$ cat src/pkg/wtu_pkg.sv
package wtu_pkg;
	localparam logic [9:0] CFG_UPPER_OFF = 10'h30c;
	localparam logic [9:0] CFG_LOWER_OFF = 10'h30d;
	localparam logic [9:0] RELOAD_UPPER_OFF = 10'h30e;
	localparam logic [9:0] RELOAD_LOWER_OFF = 10'h30f;
	localparam logic [9:0] FLAG_CLEAR_OFF = 10'h310;
	localparam logic [9:0] STATE_OFF = 10'h311;
	localparam logic [9:0] SLEEP_CTRL_OFF = 10'h3f0;
	localparam logic [7:0] REG_RESET = 8'h00;
	localparam int PRESC_LSB = 0;
	localparam int ARM_BIT = 0;
	localparam int BACKUP_BIT = 3;
	localparam int CLKSEL_BIT = 4;
	localparam int XOSC_EN_BIT = 5;
	localparam int RCOSC_EN_BIT = 6;
	localparam int CLR_BIT = 0;
	localparam int CAL_EN_BIT = 1;
	localparam int CAL_CYCLES = 64;
	localparam logic [6:0] CAL_COUNT = 7'h40;
	localparam logic [15:0] DIV_CODE0 = 16'h0001;
	localparam logic [15:0] DIV_CODE1 = 16'h0004;
	localparam logic [15:0] DIV_CODE2 = 16'h0008;
	localparam logic [15:0] DIV_CODE3 = 16'h0010;
	localparam logic [15:0] DIV_CODE4 = 16'h0080;
	localparam logic [15:0] DIV_CODE5 = 16'h0400;
	localparam logic [15:0] DIV_CODE6 = 16'h2000;
	localparam logic [16:0] DIV_CODE7 = 17'h10000;
	typedef enum logic [1:0] {CAL_IDLE, CAL_RUN, CAL_DONE} wtu_cal_t;
endpackage

$ cat src/hw/wtu_wake_timer.sv
`timescale 1ns/1ps
// Functional notes
// - entering sleep clears modem configuration registers; restore after wake.
// - counter decrements per prescaler tick; code 0..7 selects divide 1..65536.
// - upper reload byte held pending until lower reload byte written.
// - armed counter reaching zero raises wake-up event.
// - lower config bit4 clock source, bit6 rc enable, bit5 crystal enable.
// - lower config bit3 keeps backup memory powered in sleep.
// - lower config bit0 arms wake-up on timeout.
// - flag-clear bit0 clears latched timeout and cold-start flags.
// - flag-clear bit1 enables rc oscillator calibration.
// - status bit6 calibration fault, bit5 calibration done.
// - status bit4 crystal settled, valid while crystal enabled.
// - status bit3 live crystal output level.
// - status bit2 cold start seen, sticky until cleared.
// - status bit1 latched timeout, sticky until cleared.
// - status bit0 live counter-at-zero indication.
module wtu_wake_timer (
	input wire logic sys_clk, // system clock 100 MHz
	input wire logic nrst, // async reset, active low
	input wire logic [9:0] regAddr, // register address
	input wire logic [7:0] regWdata, // write data
	input wire logic regWr, // write strobe
	input wire logic regRd, // read strobe
	output logic [7:0] regRdata, // read data, cycle after strobe
	input wire logic rcTick, // rc oscillator 32.768 kHz clock pin
	input wire logic xoscTick, // crystal oscillator 32.768 kHz clock pin
	input wire logic xoscSettled, // crystal settled indication pin
	input wire logic calFault, // calibration fault pin from rc trim
	output logic wakeEvent, // one-cycle wake-up pulse
	output logic rcOscEnable, // rc oscillator enable
	output logic crystalOscEnable, // crystal oscillator enable
	output logic backupMemPowerKeep, // keep backup memory powered
	output logic sleepState // chip in sleep state
);
	logic rstSync1_r, rstSync2_r, rstN;
	logic [2:0] rcSync_r, xoSync_r;
	logic [1:0] setSync_r, calfSync_r;
	logic [7:0] cfgUpper_r, cfgLower_r, reloadUpperPend_r, modemCfg_r;
	logic [15:0] reload_r, count_r, presc_r;
	logic [6:0] calCnt_r;
	logic calEnable_r, calFault_r, coldStart_r, timeoutLatched_r, sleep_r;
	logic srcEdge, presTick, atZero, wrUpper, wrLower, wrRelU, wrRelL, wrClear;
	wtu_pkg::wtu_cal_t calState_r;

	function automatic logic [16:0] divFor(input logic [2:0] code);
		case (code)
			3'h0: divFor = {1'b0, wtu_pkg::DIV_CODE0};
			3'h1: divFor = {1'b0, wtu_pkg::DIV_CODE1};
			3'h2: divFor = {1'b0, wtu_pkg::DIV_CODE2};
			3'h3: divFor = {1'b0, wtu_pkg::DIV_CODE3};
			3'h4: divFor = {1'b0, wtu_pkg::DIV_CODE4};
			3'h5: divFor = {1'b0, wtu_pkg::DIV_CODE5};
			3'h6: divFor = {1'b0, wtu_pkg::DIV_CODE6};
			default: divFor = wtu_pkg::DIV_CODE7;
		endcase
	endfunction

	always_ff @(posedge sys_clk or negedge nrst)
	begin
		if (!nrst)
		begin
			rstSync1_r <= 1'b0;
			rstSync2_r <= 1'b0;
		end
		else
		begin
			rstSync1_r <= 1'b1;
			rstSync2_r <= rstSync1_r;
		end
	end
	assign rstN = rstSync2_r;

	// third stage only feeds edge detection, never the first flop
	always_ff @(posedge sys_clk or negedge rstN)
	begin
		if (!rstN)
		begin
			rcSync_r <= 3'h0;
			xoSync_r <= 3'h0;
			setSync_r <= 2'h0;
			calfSync_r <= 2'h0;
		end
		else
		begin
			rcSync_r <= {rcSync_r[1:0], rcTick};
			xoSync_r <= {xoSync_r[1:0], xoscTick};
			setSync_r <= {setSync_r[0], xoscSettled};
			calfSync_r <= {calfSync_r[0], calFault};
		end
	end

	assign wrUpper = regWr && regAddr == wtu_pkg::CFG_UPPER_OFF;
	assign wrLower = regWr && regAddr == wtu_pkg::CFG_LOWER_OFF;
	assign wrRelU = regWr && regAddr == wtu_pkg::RELOAD_UPPER_OFF;
	assign wrRelL = regWr && regAddr == wtu_pkg::RELOAD_LOWER_OFF;
	assign wrClear = regWr && regAddr == wtu_pkg::FLAG_CLEAR_OFF;

	// lower config assumed written after upper; no ordering check in hardware
	always_ff @(posedge sys_clk or negedge rstN)
	begin
		if (!rstN)
		begin
			cfgUpper_r <= wtu_pkg::REG_RESET;
			cfgLower_r <= wtu_pkg::REG_RESET;
		end
		else
		begin
			if (wrUpper)
				cfgUpper_r <= regWdata;
			if (wrLower)
				cfgLower_r <= regWdata;
		end
	end

	always_ff @(posedge sys_clk or negedge rstN)
	begin
		if (!rstN)
		begin
			reloadUpperPend_r <= wtu_pkg::REG_RESET;
			reload_r <= {wtu_pkg::REG_RESET, wtu_pkg::REG_RESET};
		end
		else
		begin
			if (wrRelU)
				reloadUpperPend_r <= regWdata;
			if (wrRelL)
				reload_r <= {reloadUpperPend_r, regWdata};
		end
	end

	// modem configuration and sleep control; sleep wipes the modem settings
	always_ff @(posedge sys_clk or negedge rstN)
	begin
		if (!rstN)
		begin
			modemCfg_r <= wtu_pkg::REG_RESET;
			sleep_r <= 1'b0;
		end
		else
		begin
			if (regWr && regAddr == wtu_pkg::SLEEP_CTRL_OFF)
				sleep_r <= regWdata[0];
			else if (wakeEvent)
				sleep_r <= 1'b0;
			if (sleep_r)
				modemCfg_r <= wtu_pkg::REG_RESET;
			else if (regWr && regAddr == wtu_pkg::SLEEP_CTRL_OFF + 10'h001)
				modemCfg_r <= regWdata;
		end
	end

	assign srcEdge = cfgLower_r[wtu_pkg::CLKSEL_BIT] ?
		(rcSync_r[1] & ~rcSync_r[2] & cfgLower_r[wtu_pkg::RCOSC_EN_BIT]) :
		(xoSync_r[1] & ~xoSync_r[2] & cfgLower_r[wtu_pkg::XOSC_EN_BIT]);

	always_ff @(posedge sys_clk or negedge rstN)
	begin
		if (!rstN)
			presc_r <= 16'h0000;
		else if (srcEdge)
		begin
			if ({1'b0, presc_r} + 17'h00001 >= divFor(cfgUpper_r[2:0]))
				presc_r <= 16'h0000;
			else
				presc_r <= presc_r + 16'h0001;
		end
	end
	assign presTick = srcEdge &&
		({1'b0, presc_r} + 17'h00001 >= divFor(cfgUpper_r[2:0]));

	always_ff @(posedge sys_clk or negedge rstN)
	begin
		if (!rstN)
			count_r <= 16'h0000;
		else if (wrRelL)
			count_r <= {reloadUpperPend_r, regWdata};
		else if (presTick)
		begin
			if (count_r == 16'h0000)
				count_r <= reload_r;
			else
				count_r <= count_r - 16'h0001;
		end
	end
	assign atZero = count_r == 16'h0000;

	always_ff @(posedge sys_clk or negedge rstN)
	begin
		if (!rstN)
			wakeEvent <= 1'b0;
		else
			wakeEvent <= presTick && count_r == 16'h0001 &&
				cfgLower_r[wtu_pkg::ARM_BIT];
	end

	// set wins over clear for the timeout flag; cold start is set only by reset
	always_ff @(posedge sys_clk or negedge rstN)
	begin
		if (!rstN)
		begin
			coldStart_r <= 1'b1;
			timeoutLatched_r <= 1'b0;
		end
		else
		begin
			if (wrClear && regWdata[wtu_pkg::CLR_BIT])
				coldStart_r <= 1'b0;
			if (presTick && count_r == 16'h0001)
				timeoutLatched_r <= 1'b1;
			else if (wrClear && regWdata[wtu_pkg::CLR_BIT])
				timeoutLatched_r <= 1'b0;
		end
	end

	// calibration runs a fixed cycle budget; fault sampled from pin at end
	always_ff @(posedge sys_clk or negedge rstN)
	begin
		if (!rstN)
		begin
			calEnable_r <= 1'b0;
			calState_r <= wtu_pkg::CAL_IDLE;
			calCnt_r <= 7'h00;
			calFault_r <= 1'b0;
		end
		else
		begin
			if (wrClear)
				calEnable_r <= regWdata[wtu_pkg::CAL_EN_BIT];
			case (calState_r)
				wtu_pkg::CAL_IDLE:
				begin
					if (calEnable_r)
					begin
						calState_r <= wtu_pkg::CAL_RUN;
						calCnt_r <= 7'h00;
						calFault_r <= 1'b0;
					end
				end
				wtu_pkg::CAL_RUN:
				begin
					if (!calEnable_r)
						calState_r <= wtu_pkg::CAL_IDLE;
					else if (calCnt_r == wtu_pkg::CAL_COUNT - 7'h01)
					begin
						calState_r <= wtu_pkg::CAL_DONE;
						calFault_r <= calfSync_r[1];
					end
					else
						calCnt_r <= calCnt_r + 7'h01;
				end
				wtu_pkg::CAL_DONE:
				begin
					if (!calEnable_r)
						calState_r <= wtu_pkg::CAL_IDLE;
				end
				default: calState_r <= wtu_pkg::CAL_IDLE;
			endcase
		end
	end

	always_ff @(posedge sys_clk or negedge rstN)
	begin
		if (!rstN)
			regRdata <= 8'h00;
		else if (regRd)
		begin
			case (regAddr)
				wtu_pkg::FLAG_CLEAR_OFF: regRdata <= {6'h00, calEnable_r, 1'b0};
				wtu_pkg::STATE_OFF: regRdata <= {1'b0,
					calEnable_r & calFault_r,
					calEnable_r & (calState_r == wtu_pkg::CAL_DONE),
					cfgLower_r[wtu_pkg::XOSC_EN_BIT] & setSync_r[1],
					xoSync_r[1],
					coldStart_r,
					timeoutLatched_r,
					atZero};
				default: regRdata <= 8'h00;
			endcase
		end
		else
			regRdata <= 8'h00;
	end

	assign rcOscEnable = cfgLower_r[wtu_pkg::RCOSC_EN_BIT];
	assign crystalOscEnable = cfgLower_r[wtu_pkg::XOSC_EN_BIT];
	assign backupMemPowerKeep = cfgLower_r[wtu_pkg::BACKUP_BIT];
	assign sleepState = sleep_r;
endmodule // wtu_wake_timer

$ cat config.mk
export PLATFORM = sky130hd
export DESIGN_NAME = wtu_wake_timer
export DESIGN_NICKNAME = d
export VERILOG_FILES = /design/src/pkg/wtu_pkg.sv /design/src/hw/wtu_wake_timer.sv
export SDC_FILE = /design/constraint.sdc
export NUM_CORES = 1
export LEC_CHECK = 0
export CAP_MARGIN = 20
export CORE_ASPECT_RATIO = 1.75
export CORE_UTILIZATION = 40
export DETAILED_ROUTE_END_ITERATION = 8
export DONT_BUFFER_PORTS = 1
export PLACE_DENSITY = 0.56
export RECOVER_POWER = 50
export SYNTH_ARGS = -nofsm -noshare
export SYNTH_HDL_FRONTEND = slang
export SYNTH_SLANG_ARGS = --single-unit
$ cat constraint.sdc
create_clock -name sys_clk -period 2.7 [get_ports sys_clk]
set_input_delay 0.135 -clock sys_clk [delete_from_list [all_inputs] [get_ports sys_clk]]
set_output_delay 0.135 -clock sys_clk [all_outputs]
set_load 0.05 [all_outputs]
==> results of run 1 <==
==> Yosys cell counts (all sizes together) (11+ instances only) <==
master	count	share of area, %
ha	13	3.2
clkbuf	21	1.6
a22o	15	2.6
dfrtp	97	48
nand2	74	5.5
nand3	19	2.0
inv	11	0.81
mux2	20	4.4
nor3	14	1.4
nor2	48	3.6
o21ai	39	3.8
==> cell families (layout without fill, tap and decap cells) <==
family	Yosys count	after routing	synth area share, %
DFF	98	98	48.1
buffers and inverters	42	112	3.87
xor gates and xnor gates	13	13	2.23
adders and majority gates	13	13	3.19
AOI/OAI and AO/OA	109	110	15.0
muxes	26	26	5.59
and+or+nand+nor	225	225	21.9
other	2	2	0.147
==> path summary, 6_finish.rpt <==
kind,end,slack (ns),cells after the start
worst max-delay path,count_r[5],-0.15,9
worst min-delay path,rstSync1_r,0.01,1
worst max register to register,count_r[5],-0.15,9
worst min register to register,calfSync_r[1],0.35,0
max in group asynchronous,presc_r[0],0.37,1
min in group sys_clk,timeoutLatched_r,0.01,2
==> critical path: stages, from the launching register on <==
cell       delay [ns]
dfrtp_2          0.45
ha_4             0.21
xor2_1           0.17
or4_4            0.44
a2111oi_4        0.36
o2111ai_2        0.18
buf_4            0.18
a311o_1          0.38
a311oi_1         0.30
a211oi_1         0.07
==> metal layers <==
layer  vias up  wire [µm]  GRT usage, %
met5         -          0             0
met4         0        584          11.6
met3        46        245          2.67
met2        73       7340          39.0
met1      2079       4850          22.5
li1       2026          -             -
==> stage by stage <==
step	hold slack [ns]	power (mW)	util [%]	setup TNS, ns
after floorplan	-0.161	1.61	-	-0.0514
after global placement	-0.161	1.64	45.8	-1.97
after detailed placement	-0.161	1.65	45.8	-3.27
after CTS	0.00575	3.03	51.2	-2.17
after global routing	0.00546	3.10	51.7	-9.27
final	0.00977	3.00	51.7	-1.64
==> repair_timing <==
action / 4_1_cts / 5_1_grt
setup buffers: 4 / 2
pin swaps: 18 / 9
gates cloned: 2 / 0
hold buffers: 18 / 0
gates resized for setup: 36 / 15
endpoints found under the hold margin: 40 / 0
endpoints found under the setup margin: 34 / 34
==> state kept, by name, summed over array words and instances, names as in the netlist, 3 cells and up <==
register           flops
count_r               16
presc_r               16
reload_r              16
reloadUpperPend_r      8
calCnt_r               7
regRdata               7
cfgLower_r             5
cfgUpper_r             3
rcSync_r               3
xoSync_r               3
==> power by group <==
part / total (mW) / internal [mW] / switching (mW)
Clock: 1.36 / 0.765 / 0.594
Combinational: 0.103 / 0.0486 / 0.0546
Sequential: 1.53 / 1.49 / 0.0409
Total: 3.00 / 2.31 / 0.690
==> layout make-up <==
class | instances | area, µm²
tap | 168 | 210
multi-input combinational | 389 | 2690
sequential | 98 | 2460
clock buffer | 10 | 239
clock inverter | 6 | 83.8
timing repair buffer | 85 | 707
fill | 1184 | 6010
inverter | 11 | 41.3
==> layout by cell type (no fill, tap or decap), types with 11 or more instances in the layout <==
master,n
dlygate4sd3_1,18
nand3_1,15
nand2_1,71
ha_1,11
buf_4,58
nor2_1,44
o21ai_0,24
dfrtp_1,95
mux2_2,20
a22o_1,15
inv_1,11
==> metrics.csv, run 1 <==
stage,metric,value,unit
timing,final hold vios,0,
synth,Ys Warns,0,
timing,Rel. slew slack,-32.2,%
placed_design,Placer Congestion,0.831,
grt,Overflow after GRT,0,
outcome,failing checks,"max-capacitance violations, max-slew violations, negative setup slack",
clock_tree,"CTS clk-pin slew, worst paths",0.07,ns
detailed_routing,Iter 0 DRT Violations,139,
timing,FMAX,0.351,GHz
floorplanning,total core area,12400,µm²
detailed_routing,WL final,13000,µm
clock_tree,clk buf depth,2,
final_layout,final std cells w/o fill,767,
detailed_routing,vias per cell,5.51,
floorplanning,die area,13200,µm²
clock_tree,clk_lat worst skew,0.35,ns
clock_tree,clock buffer count from CTS,9,
synth,"Cell Area, Synth",5100,µm²
synth,Yosys cell types,64,
final_layout,Layout Nets,633,
clock_tree,Clock Tree Root,clkbuf_16,
pwr,Peak VDD IR,0.582,mV
placed_design,port bufs,0,
timing,Clock Skew,0.0138,ns
synth,Post-Syn Nets,567,
grt,initial antenna violation count,0,
pwr,pwr dens,466,nW/µm²
final_layout,layout cells sized above 1,25.4,%
detailed_routing,routed vias,4224,
critical_path,Critical Path Start,presc_r[1],
critical_path,crit path DAT,3.08,ns
floorplanning,Initial Utilization,41.1,%
placed_design,post-placement cell area,5690,µm²
grt,pin count of the biggest net entering global routing,52,
synth,Post-synth EDFFs,0,
synth,cell count after synthesis,528,
floorplanning,Die Ht,151,µm
floorplanning,num ports,39,
synth,Yosys reg bits,98,
grt,first-pass GRT wire length,21100,µm
timing,RSZ-0062 raised after global routing,yes,
pwr,LEAKAGE,3.00,nW
final_layout,final instance area,6430,µm²
floorplanning,Die W,87.4,µm
critical_path,startpoint types,register,
detailed_routing,First-pass DRT Iterations,4,
clock_tree,htree depth,3,
placed_design,placement-stage worst setup slack,-0.154,ns
timing,period utilisation layout,106,%
detailed_routing,routed len/inst,17.0,µm
clock_tree,TritonCTS clock tree,done,
clock_tree,CTS Sinks,98,
timing,min cycle time layout,2.85,ns
critical_path,FF-to-FF Start,presc_r[1],
detailed_routing,Antenna Nets Post-Route,0,
placed_design,dpl cells,725,
job,Max-Cap Viols,1,
timing,"Setup violations, final",29,
synth,register area share after synthesis,48.1,%
critical_path,crit end category,register,
critical_path,Worst Path Max Fanout,5,
critical_path,Crit Path Class,reg2reg,
synth,predominant post-synthesis flop cell,dfrtp_1,
timing,final worst slack,-0.149,ns
critical_path,Required @ worst endpoint,2.93,ns
synth,fraction of registers with async set/reset,100,%
timing,fin. max-slew vios,52,
worst_hold_path,Hold Path Class,in2async,
detailed_routing,DRC,0,
outcome,status,finished with violations,
final_layout,area delta synth->final,25.9,%
timing,worst slew pin tran,1.98,ns
final_layout,antenna cells,0,
placed_design,post-DP HPWL,9270,µm
synth,Synth Area per Inst,9.67,µm²
grt,vias in the first global route,4299,
floorplanning,cell row count,54,
grt,GRT Total Usage,21.0,%
Note: power is estimated with default switching activity, not from simulation.
==> inputs of run 2 (changes only) <==
--- a/config.mk
+++ b/config.mk
@@ -6,11 +6,13 @@
 export NUM_CORES = 1
 export LEC_CHECK = 0
 export CAP_MARGIN = 20
+export CELL_PAD_IN_SITES_DETAIL_PLACEMENT = 0
+export CELL_PAD_IN_SITES_GLOBAL_PLACEMENT = 1
 export CORE_ASPECT_RATIO = 1.75
 export CORE_UTILIZATION = 40
 export DETAILED_ROUTE_END_ITERATION = 8
 export DONT_BUFFER_PORTS = 1
-export PLACE_DENSITY = 0.56
+export PLACE_DENSITY = 0.69
 export RECOVER_POWER = 50
 export SYNTH_ARGS = -nofsm -noshare
 export SYNTH_HDL_FRONTEND = slang
==> run 2 against run 1 <==
Effect of this change:
- the flow still finishes with violations (max-capacitance violations, max-slew violations, negative setup slack)
- first-iteration DRC count is 2.9% higher
- global-route usage is 1.7 points higher
- cell area is 2.0% higher
- highest routed layer unchanged
- largest cell class unchanged
- critical endpoint is now presc_r[15]
==> metrics.csv, run 2 (synthesis results as in run 1) <==
stage,metric,value,unit,change
worst_hold_path,Hold Path Class,in2reg,,
detailed_routing,DRC,0,,unchanged
timing,FMAX,0.350,GHz,-0.37%
pwr,pwr dens,449,nW/µm²,-3.7%
detailed_routing,routed vias,4259,,+0.83%
grt,GRT Total Usage,22.7,%,+1.7 points
floorplanning,total core area,12400,µm²,unchanged
critical_path,Worst R2R End,presc_r[15],,
detailed_routing,routed len/inst,18.1,µm,+6.7%
floorplanning,num ports,39,,unchanged
final_layout,final instance area,6550,µm²,+2.0%
grt,first-pass GRT wire length,22600,µm,+7.2%
critical_path,reg2reg path depth,10,,+1
placed_design,dpl cells,727,,+0.28%
floorplanning,cell row count,54,,unchanged
floorplanning,Die Ht,151,µm,unchanged
clock_tree,CTS Sinks,98,,unchanged
worst_hold_path,Worst Hold End,count_r[4],,
pwr,Tot Pwr,2.94,mW,-1.8%
timing,fin. max-slew vios,43,,-17%
timing,final hold vios,0,,unchanged
clock_tree,Clock Tree Root,clkbuf_16,,
clock_tree,"CTS clk-pin slew, worst paths",0.08,ns,about the same
final_layout,layout cells sized above 1,27.3,%,+1.9 points
timing,min cycle time layout,2.86,ns,+0.0105 ns
worst_hold_path,Worst Hold Depth,2,,
final_layout,area delta synth->final,28.4,%,
final_layout,final std cells w/o fill,772,,+0.65%
clock_tree,TritonCTS clock tree,done,,
timing,"Setup violations, final",25,,-14%
outcome,failing checks,"max-capacitance violations, max-slew violations, negative setup slack",,
placed_design,post-DP HPWL,9960,µm,+7.4%
grt,pin count of the biggest net entering global routing,43,,-17%
final_layout,most frequent cells in the layout,"dfrtp_1, nand2_1, buf_4",,
final_layout,Layout Nets,638,,+0.79%
clock_tree,clock buffer count from CTS,9,,unchanged
timing,RSZ-0062 raised after global routing,yes,,
outcome,status,finished with violations,,
detailed_routing,vias per cell,5.52,,+0.18%
detailed_routing,Iter 0 DRT Violations,143,,+2.9%
grt,initial antenna violation count,0,,unchanged
worst_hold_path,hold_sp,regWdata[4],,
grt,Overflow after GRT,0,,unchanged
pwr,Peak VDD IR,0.345,mV,-41%
critical_path,Required @ worst endpoint,2.98,ns,+0.05 ns
placed_design,port bufs,0,,unchanged
final_layout,Finished Core Util,52.7,%,+1.0 points
clock_tree,clk_lat worst skew,0.35,ns,about the same
critical_path,FF-to-FF setup slack,-0.16,ns,about the same
timing,worst hold margin,0.0120,ns,+0.00228 ns
critical_path,crit path DAT,3.14,ns,+0.06 ns
final_layout,biggest regs,"count_r (16), presc_r (16), reload_r (16)",,
timing,Rel. slew slack,-8.23,%,+24 points
floorplanning,die area,13200,µm²,unchanged
job,Max-Cap Viols,1,,unchanged
placed_design,post-placement cell area,5710,µm²,+0.26%
timing,final worst slack,-0.159,ns,-0.0105 ns
detailed_routing,First-pass DRT Iterations,4,,unchanged
critical_path,startpoint types,register,,
critical_path,crit end category,register,,
clock_tree,htree depth,3,,unchanged
final_layout,"commonest non-fill, non-tap cell in the layout",dfrtp_1,,
final_layout,antenna cells,0,,unchanged
pwr,LEAKAGE,3.06,nW,+2.0%
clock_tree,clk buf depth,2,,unchanged
critical_path,Worst Path Max Fanout,6,,+1
critical_path,FF-to-FF Start,presc_r[1],,
grt,vias in the first global route,4509,,+4.9%
critical_path,Crit Path Class,reg2reg,,
detailed_routing,Antenna Nets Post-Route,0,,unchanged
timing,worst slew pin tran,1.62,ns,-0.359 ns
timing,Clock Skew,0.0106,ns,-0.00313 ns
floorplanning,Die W,87.4,µm,unchanged
placed_design,Placer Congestion,0.890,,+7.0%
detailed_routing,WL final,14000,µm,+7.4%
floorplanning,Initial Utilization,41.1,%,unchanged
timing,period utilisation layout,106,%,+0.39 points
==> run 2: per-layer routing <==
| layer | vias to the layer above | GRT usage, % | wire length, µm |
|---|---|---|---|
| met2 | 74 | 43.6 | 8040 |
| met4 | 0 | 10.7 | 515 |
| met1 | 2117 | 23.4 | 5140 |
| met3 | 32 | 3.65 | 291 |
| met5 | - | 0 | 0 |
| li1 | 2036 | - | - |
==> run 2: how the worst max path moves through the flow <==
stage	from	end	slack (ns)	cells after the start
CTS	presc_r[1]	presc_r[3]	-0.18	12
global placement	presc_r[0]	count_r[2]	-0.21	10
global route	presc_r[1]	count_r[9]	-0.28	11
finish	presc_r[1]	presc_r[15]	-0.16	10
detailed placement	presc_r[0]	presc_r[15]	-0.25	11
floorplan	presc_r[0]	count_r[6]	-0.03	10
==> run 2: repair_timing <==
item	CTS	global route
pin swaps	5	16
endpoints found under the hold margin	41	2
gates cloned	1	0
hold buffers	17	1
gates resized for setup	29	42
endpoints found under the setup margin	33	34
setup buffers	8	3
==> run 2: worst max-delay path: stages (launching register included) <==
cell and delay (ns):
dfrtp_2 0.46, ha_4 0.22, xor2_1 0.18, or4_4 0.45, a2111oi_4 0.33, o2111ai_2 0.18, a311o_2 0.38, buf_12 0.15
nor2_4 0.15, buf_6 0.15, a22o_1 0.14
==> run 2: stage by stage <==
stage	TNS [ns]	setup slack, ns
global route	-9.43	-0.281
global placement	-3.78	-0.211
finish	-2.64	-0.159
CTS	-2.87	-0.176
detailed placement	-5.05	-0.249
floorplan	-0.0514	-0.0302
==> run 2: power by group <==
part           leakage, nW  total, mW  switching [mW]  internal, mW
Sequential            1.28       1.53          0.0386          1.49
Clock                0.146       1.29           0.634         0.659
Combinational         1.63      0.118          0.0659        0.0518
==> run 2: layout make-up <==
class                   instances  area (µm²)
fillers                      1196        5880
clock inverters                 7        80.1
repair buffers                 91         796
clock buffers                   9         225
flip-flops and latches         98        2460
inverters                      11        41.3
well taps                     168         210
multi-input cells             388        2740
==> inputs of run 3 (changes only) <==
--- a/config.mk
+++ b/config.mk
@@ -9,7 +9,9 @@
 export CELL_PAD_IN_SITES_DETAIL_PLACEMENT = 0
 export CELL_PAD_IN_SITES_GLOBAL_PLACEMENT = 1
 export CORE_ASPECT_RATIO = 1.75
+export CORE_MARGIN = 2
 export CORE_UTILIZATION = 40
+export CTS_BUF_LIST = sky130_fd_sc_hd__clkbuf_2 sky130_fd_sc_hd__clkbuf_4 sky130_fd_sc_hd__clkbuf_8
 export DETAILED_ROUTE_END_ITERATION = 8
 export DONT_BUFFER_PORTS = 1
 export PLACE_DENSITY = 0.69
==> run 3 against run 2 <==
Effect of this change:
- the run still ends with max-capacitance violations, max-slew violations, negative setup slack left
- die area is 3.6% higher
- global-route usage is 2.0 points lower
- combinational power is 8% lower
- hold slack better by 0.035 ns
- largest power group unchanged
- clock-buffer cell count stayed put
- clock skew is 0.0021 ns higher
==> metrics.csv, run 3 (synthesis results as in run 1) <==
stage,metric,value,unit,change
placed_design,port bufs,0,,unchanged
final_layout,most frequent cells in the layout,"dfrtp_1, nand2_1, buf_4",,
timing,"Setup violations, final",32,,+28%
placed_design,post-placement cell area,5690,µm²,-0.22%
timing,fin. max-slew vios,45,,+4.7%
timing,min cycle time layout,2.89,ns,+0.0268 ns
floorplanning,Die Ht,153,µm,+1.3%
final_layout,"commonest non-fill, non-tap cell in the layout",dfrtp_1,,
clock_tree,clk_lat worst skew,0.38,ns,+0.03 ns
clock_tree,Clock Tree Root,clkbuf_8,,
floorplanning,total core area,12400,µm²,unchanged
grt,met2 GRT Util,37.8,%,-5.8 points
detailed_routing,WL final,13700,µm,-2.3%
critical_path,CP bufs+invs,0,,-2
pwr,pwr dens,406,nW/µm²,-9.6%
final_layout,Layout Nets,633,,-0.78%
floorplanning,cell row count,54,,unchanged
job,Max-Cap Viols,1,,unchanged
timing,Rel. slew slack,-21.6,%,-13 points
final_layout,final instance area,6430,µm²,-1.9%
outcome,status,finished with violations,,
critical_path,CP Depth,8,,-2
timing,RSZ-0062 raised after global routing,yes,,
grt,met3 usage in global routing,3.08,%,-0.57 points
timing,FMAX,0.347,GHz,-0.93%
final_layout,Filler Cells Inserted,1225,,+2.4%
critical_path,Crit Path Class,reg2reg,,
critical_path,crit end category,register,,
pwr,Peak VDD IR,0.322,mV,-6.7%
timing,final hold vios,0,,unchanged
clock_tree,TritonCTS clock tree,done,,
critical_path,FF-to-FF setup slack,-0.19,ns,-0.03 ns
timing,final worst slack,-0.186,ns,-0.0268 ns
detailed_routing,Iter 0 DRT Violations,291,,+100%
critical_path,crit path to,count_r[5],,
detailed_routing,vias per cell,5.58,,+1.1%
floorplanning,die area,13700,µm²,+3.6%
detailed_routing,DRC,0,,unchanged
critical_path,critical-path cell list,"ha_4, xor2_1, or4_4, a2111oi_4, o2111ai_2, a311o_2, a311oi_1, a211oi_2",,
clock_tree,htree depth,3,,unchanged
timing,Fin Setup TNS,-2.97,ns,-0.336 ns
timing,Clock Skew,0.0127,ns,+0.00209 ns
critical_path,startpoint types,register,,
critical_path,FF-to-FF Start,presc_r[0],,
timing,worst slew pin tran,1.82,ns,+0.200 ns
placed_design,Placer Congestion,0.877,,-1.5%
detailed_routing,First-pass DRT Iterations,5,,+1
detailed_routing,routed vias,4278,,+0.45%
grt,first-pass GRT wire length,21900,µm,-3.3%
clock_tree,clk buf depth,2,,unchanged
grt,vias in the first global route,4378,,-2.9%
grt,initial antenna violation count,0,,unchanged
grt,M1 GR Usage,22.1,%,-1.3 points
final_layout,biggest regs,"count_r (16), presc_r (16), reload_r (16)",,
placed_design,dpl cells,722,,-0.69%
grt,GRT Total Usage,20.7,%,-2.0 points
floorplanning,num ports,39,,unchanged
critical_path,Required @ worst endpoint,2.96,ns,-0.02 ns
placed_design,post-DP HPWL,9630,µm,-3.3%
final_layout,layout cells sized above 1,25.5,%,-1.8 points
final_layout,antenna cells,0,,unchanged
detailed_routing,routed len/inst,17.8,µm,-1.7%
critical_path,largest delay contributor family on the critical path,compound AO/OA/AOI/OAI gates,,
final_layout,final std cells w/o fill,767,,-0.65%
grt,grt peak-use layer,met2,,
clock_tree,"CTS clk-pin slew, worst paths",0.11,ns,+0.03 ns
floorplanning,Die W,89.4,µm,+2.3%
critical_path,reg2reg path depth,8,,-2
worst_hold_path,Hold Path Class,in2reg,,
grt,Overflow after GRT,0,,unchanged
detailed_routing,Antenna Nets Post-Route,0,,unchanged
clock_tree,clock buffer count from CTS,9,,unchanged
critical_path,Critical Path Start,presc_r[0],,
floorplanning,Initial Utilization,41.1,%,unchanged
final_layout,area delta synth->final,26.0,%,
critical_path,CP max stage cell,a311o_2,,
critical_path,crit path DAT,3.15,ns,about the same
timing,period utilisation layout,107,%,+0.99 points
critical_path,Worst Path Max Fanout,6,,unchanged
pwr,LEAKAGE,2.97,nW,-2.9%
critical_path,Worst R2R End,count_r[5],,
outcome,failing checks,"max-capacitance violations, max-slew violations, negative setup slack",,
critical_path,max incr delay on CP,0.50,ns,+0.04 ns
grt,pin count of the biggest net entering global routing,54,,+26%
clock_tree,CTS Sinks,98,,unchanged
-- run 3: tightest hold or removal path, cell delays in order --
cell and delay, ns:
nor2b_1 0.04, nand2_1 0.07, mux2_2 0.14
-- run 3: stage by stage --
stage               hold slack [ns]  util, %  power [mW]  worst slack [ns]
floorplan                    -0.161        -        1.61           -0.0302
detailed placement           -0.161     45.8        1.64            -0.192
CTS                          0.0271     50.2        2.65            -0.155
global placement             -0.161     45.8        1.64            -0.161
global route                 0.0368     51.7        2.74            -0.316
finish                       0.0466     51.7        2.61            -0.186
-- run 3: power breakdown --
part           leakage, nW  switching, mW  internal (mW)
sequential            1.28         0.0382           1.49
combinational         1.58         0.0589         0.0500
clock                0.103          0.599          0.370
-- run 3: how the worst min path moves through the flow --
stage / from / end / slack, ns / depth (start not counted)
finish: regAddr[0] / calEnable_r / 0.05 / 3
floorplan: nrst / rstN / -0.16 / 0
global route: regAddr[0] / calEnable_r / 0.04 / 3
global placement: nrst / rstSync1_r / -0.16 / 0
CTS: regAddr[0] / calEnable_r / 0.03 / 3
detailed placement: nrst / rstSync1_r / -0.16 / 0
-- run 3: timing repair --
action                                 4_1_cts  5_1_grt
setup buffers                                1        4
hold buffers                                20        0
endpoints found under the hold margin       43        0
pin swaps                                    6       14
gates cloned                                 2        2
setup endpoints to repair                   34       34
resized for setup                           38       32
-- run 3: layout make-up --
class / count / area, µm² / area share (%)
flip-flops and latches: 98 / 2460 / 38.2
well taps: 168 / 210 / 3.27
clock inverters: 7 / 81.3 / 1.26
repair buffers: 85 / 793 / 12.3
inverters: 11 / 41.3 / 0.642
clock buffers: 9 / 124 / 1.93
multi-input cells: 389 / 2720 / 42.3
-- run 3: metal layers --
metal  vias up  wire, µm
met5         -         0
met4         0       651
met3        41       352
met2        88      7760
met1      2127      4890
li1       2022         -
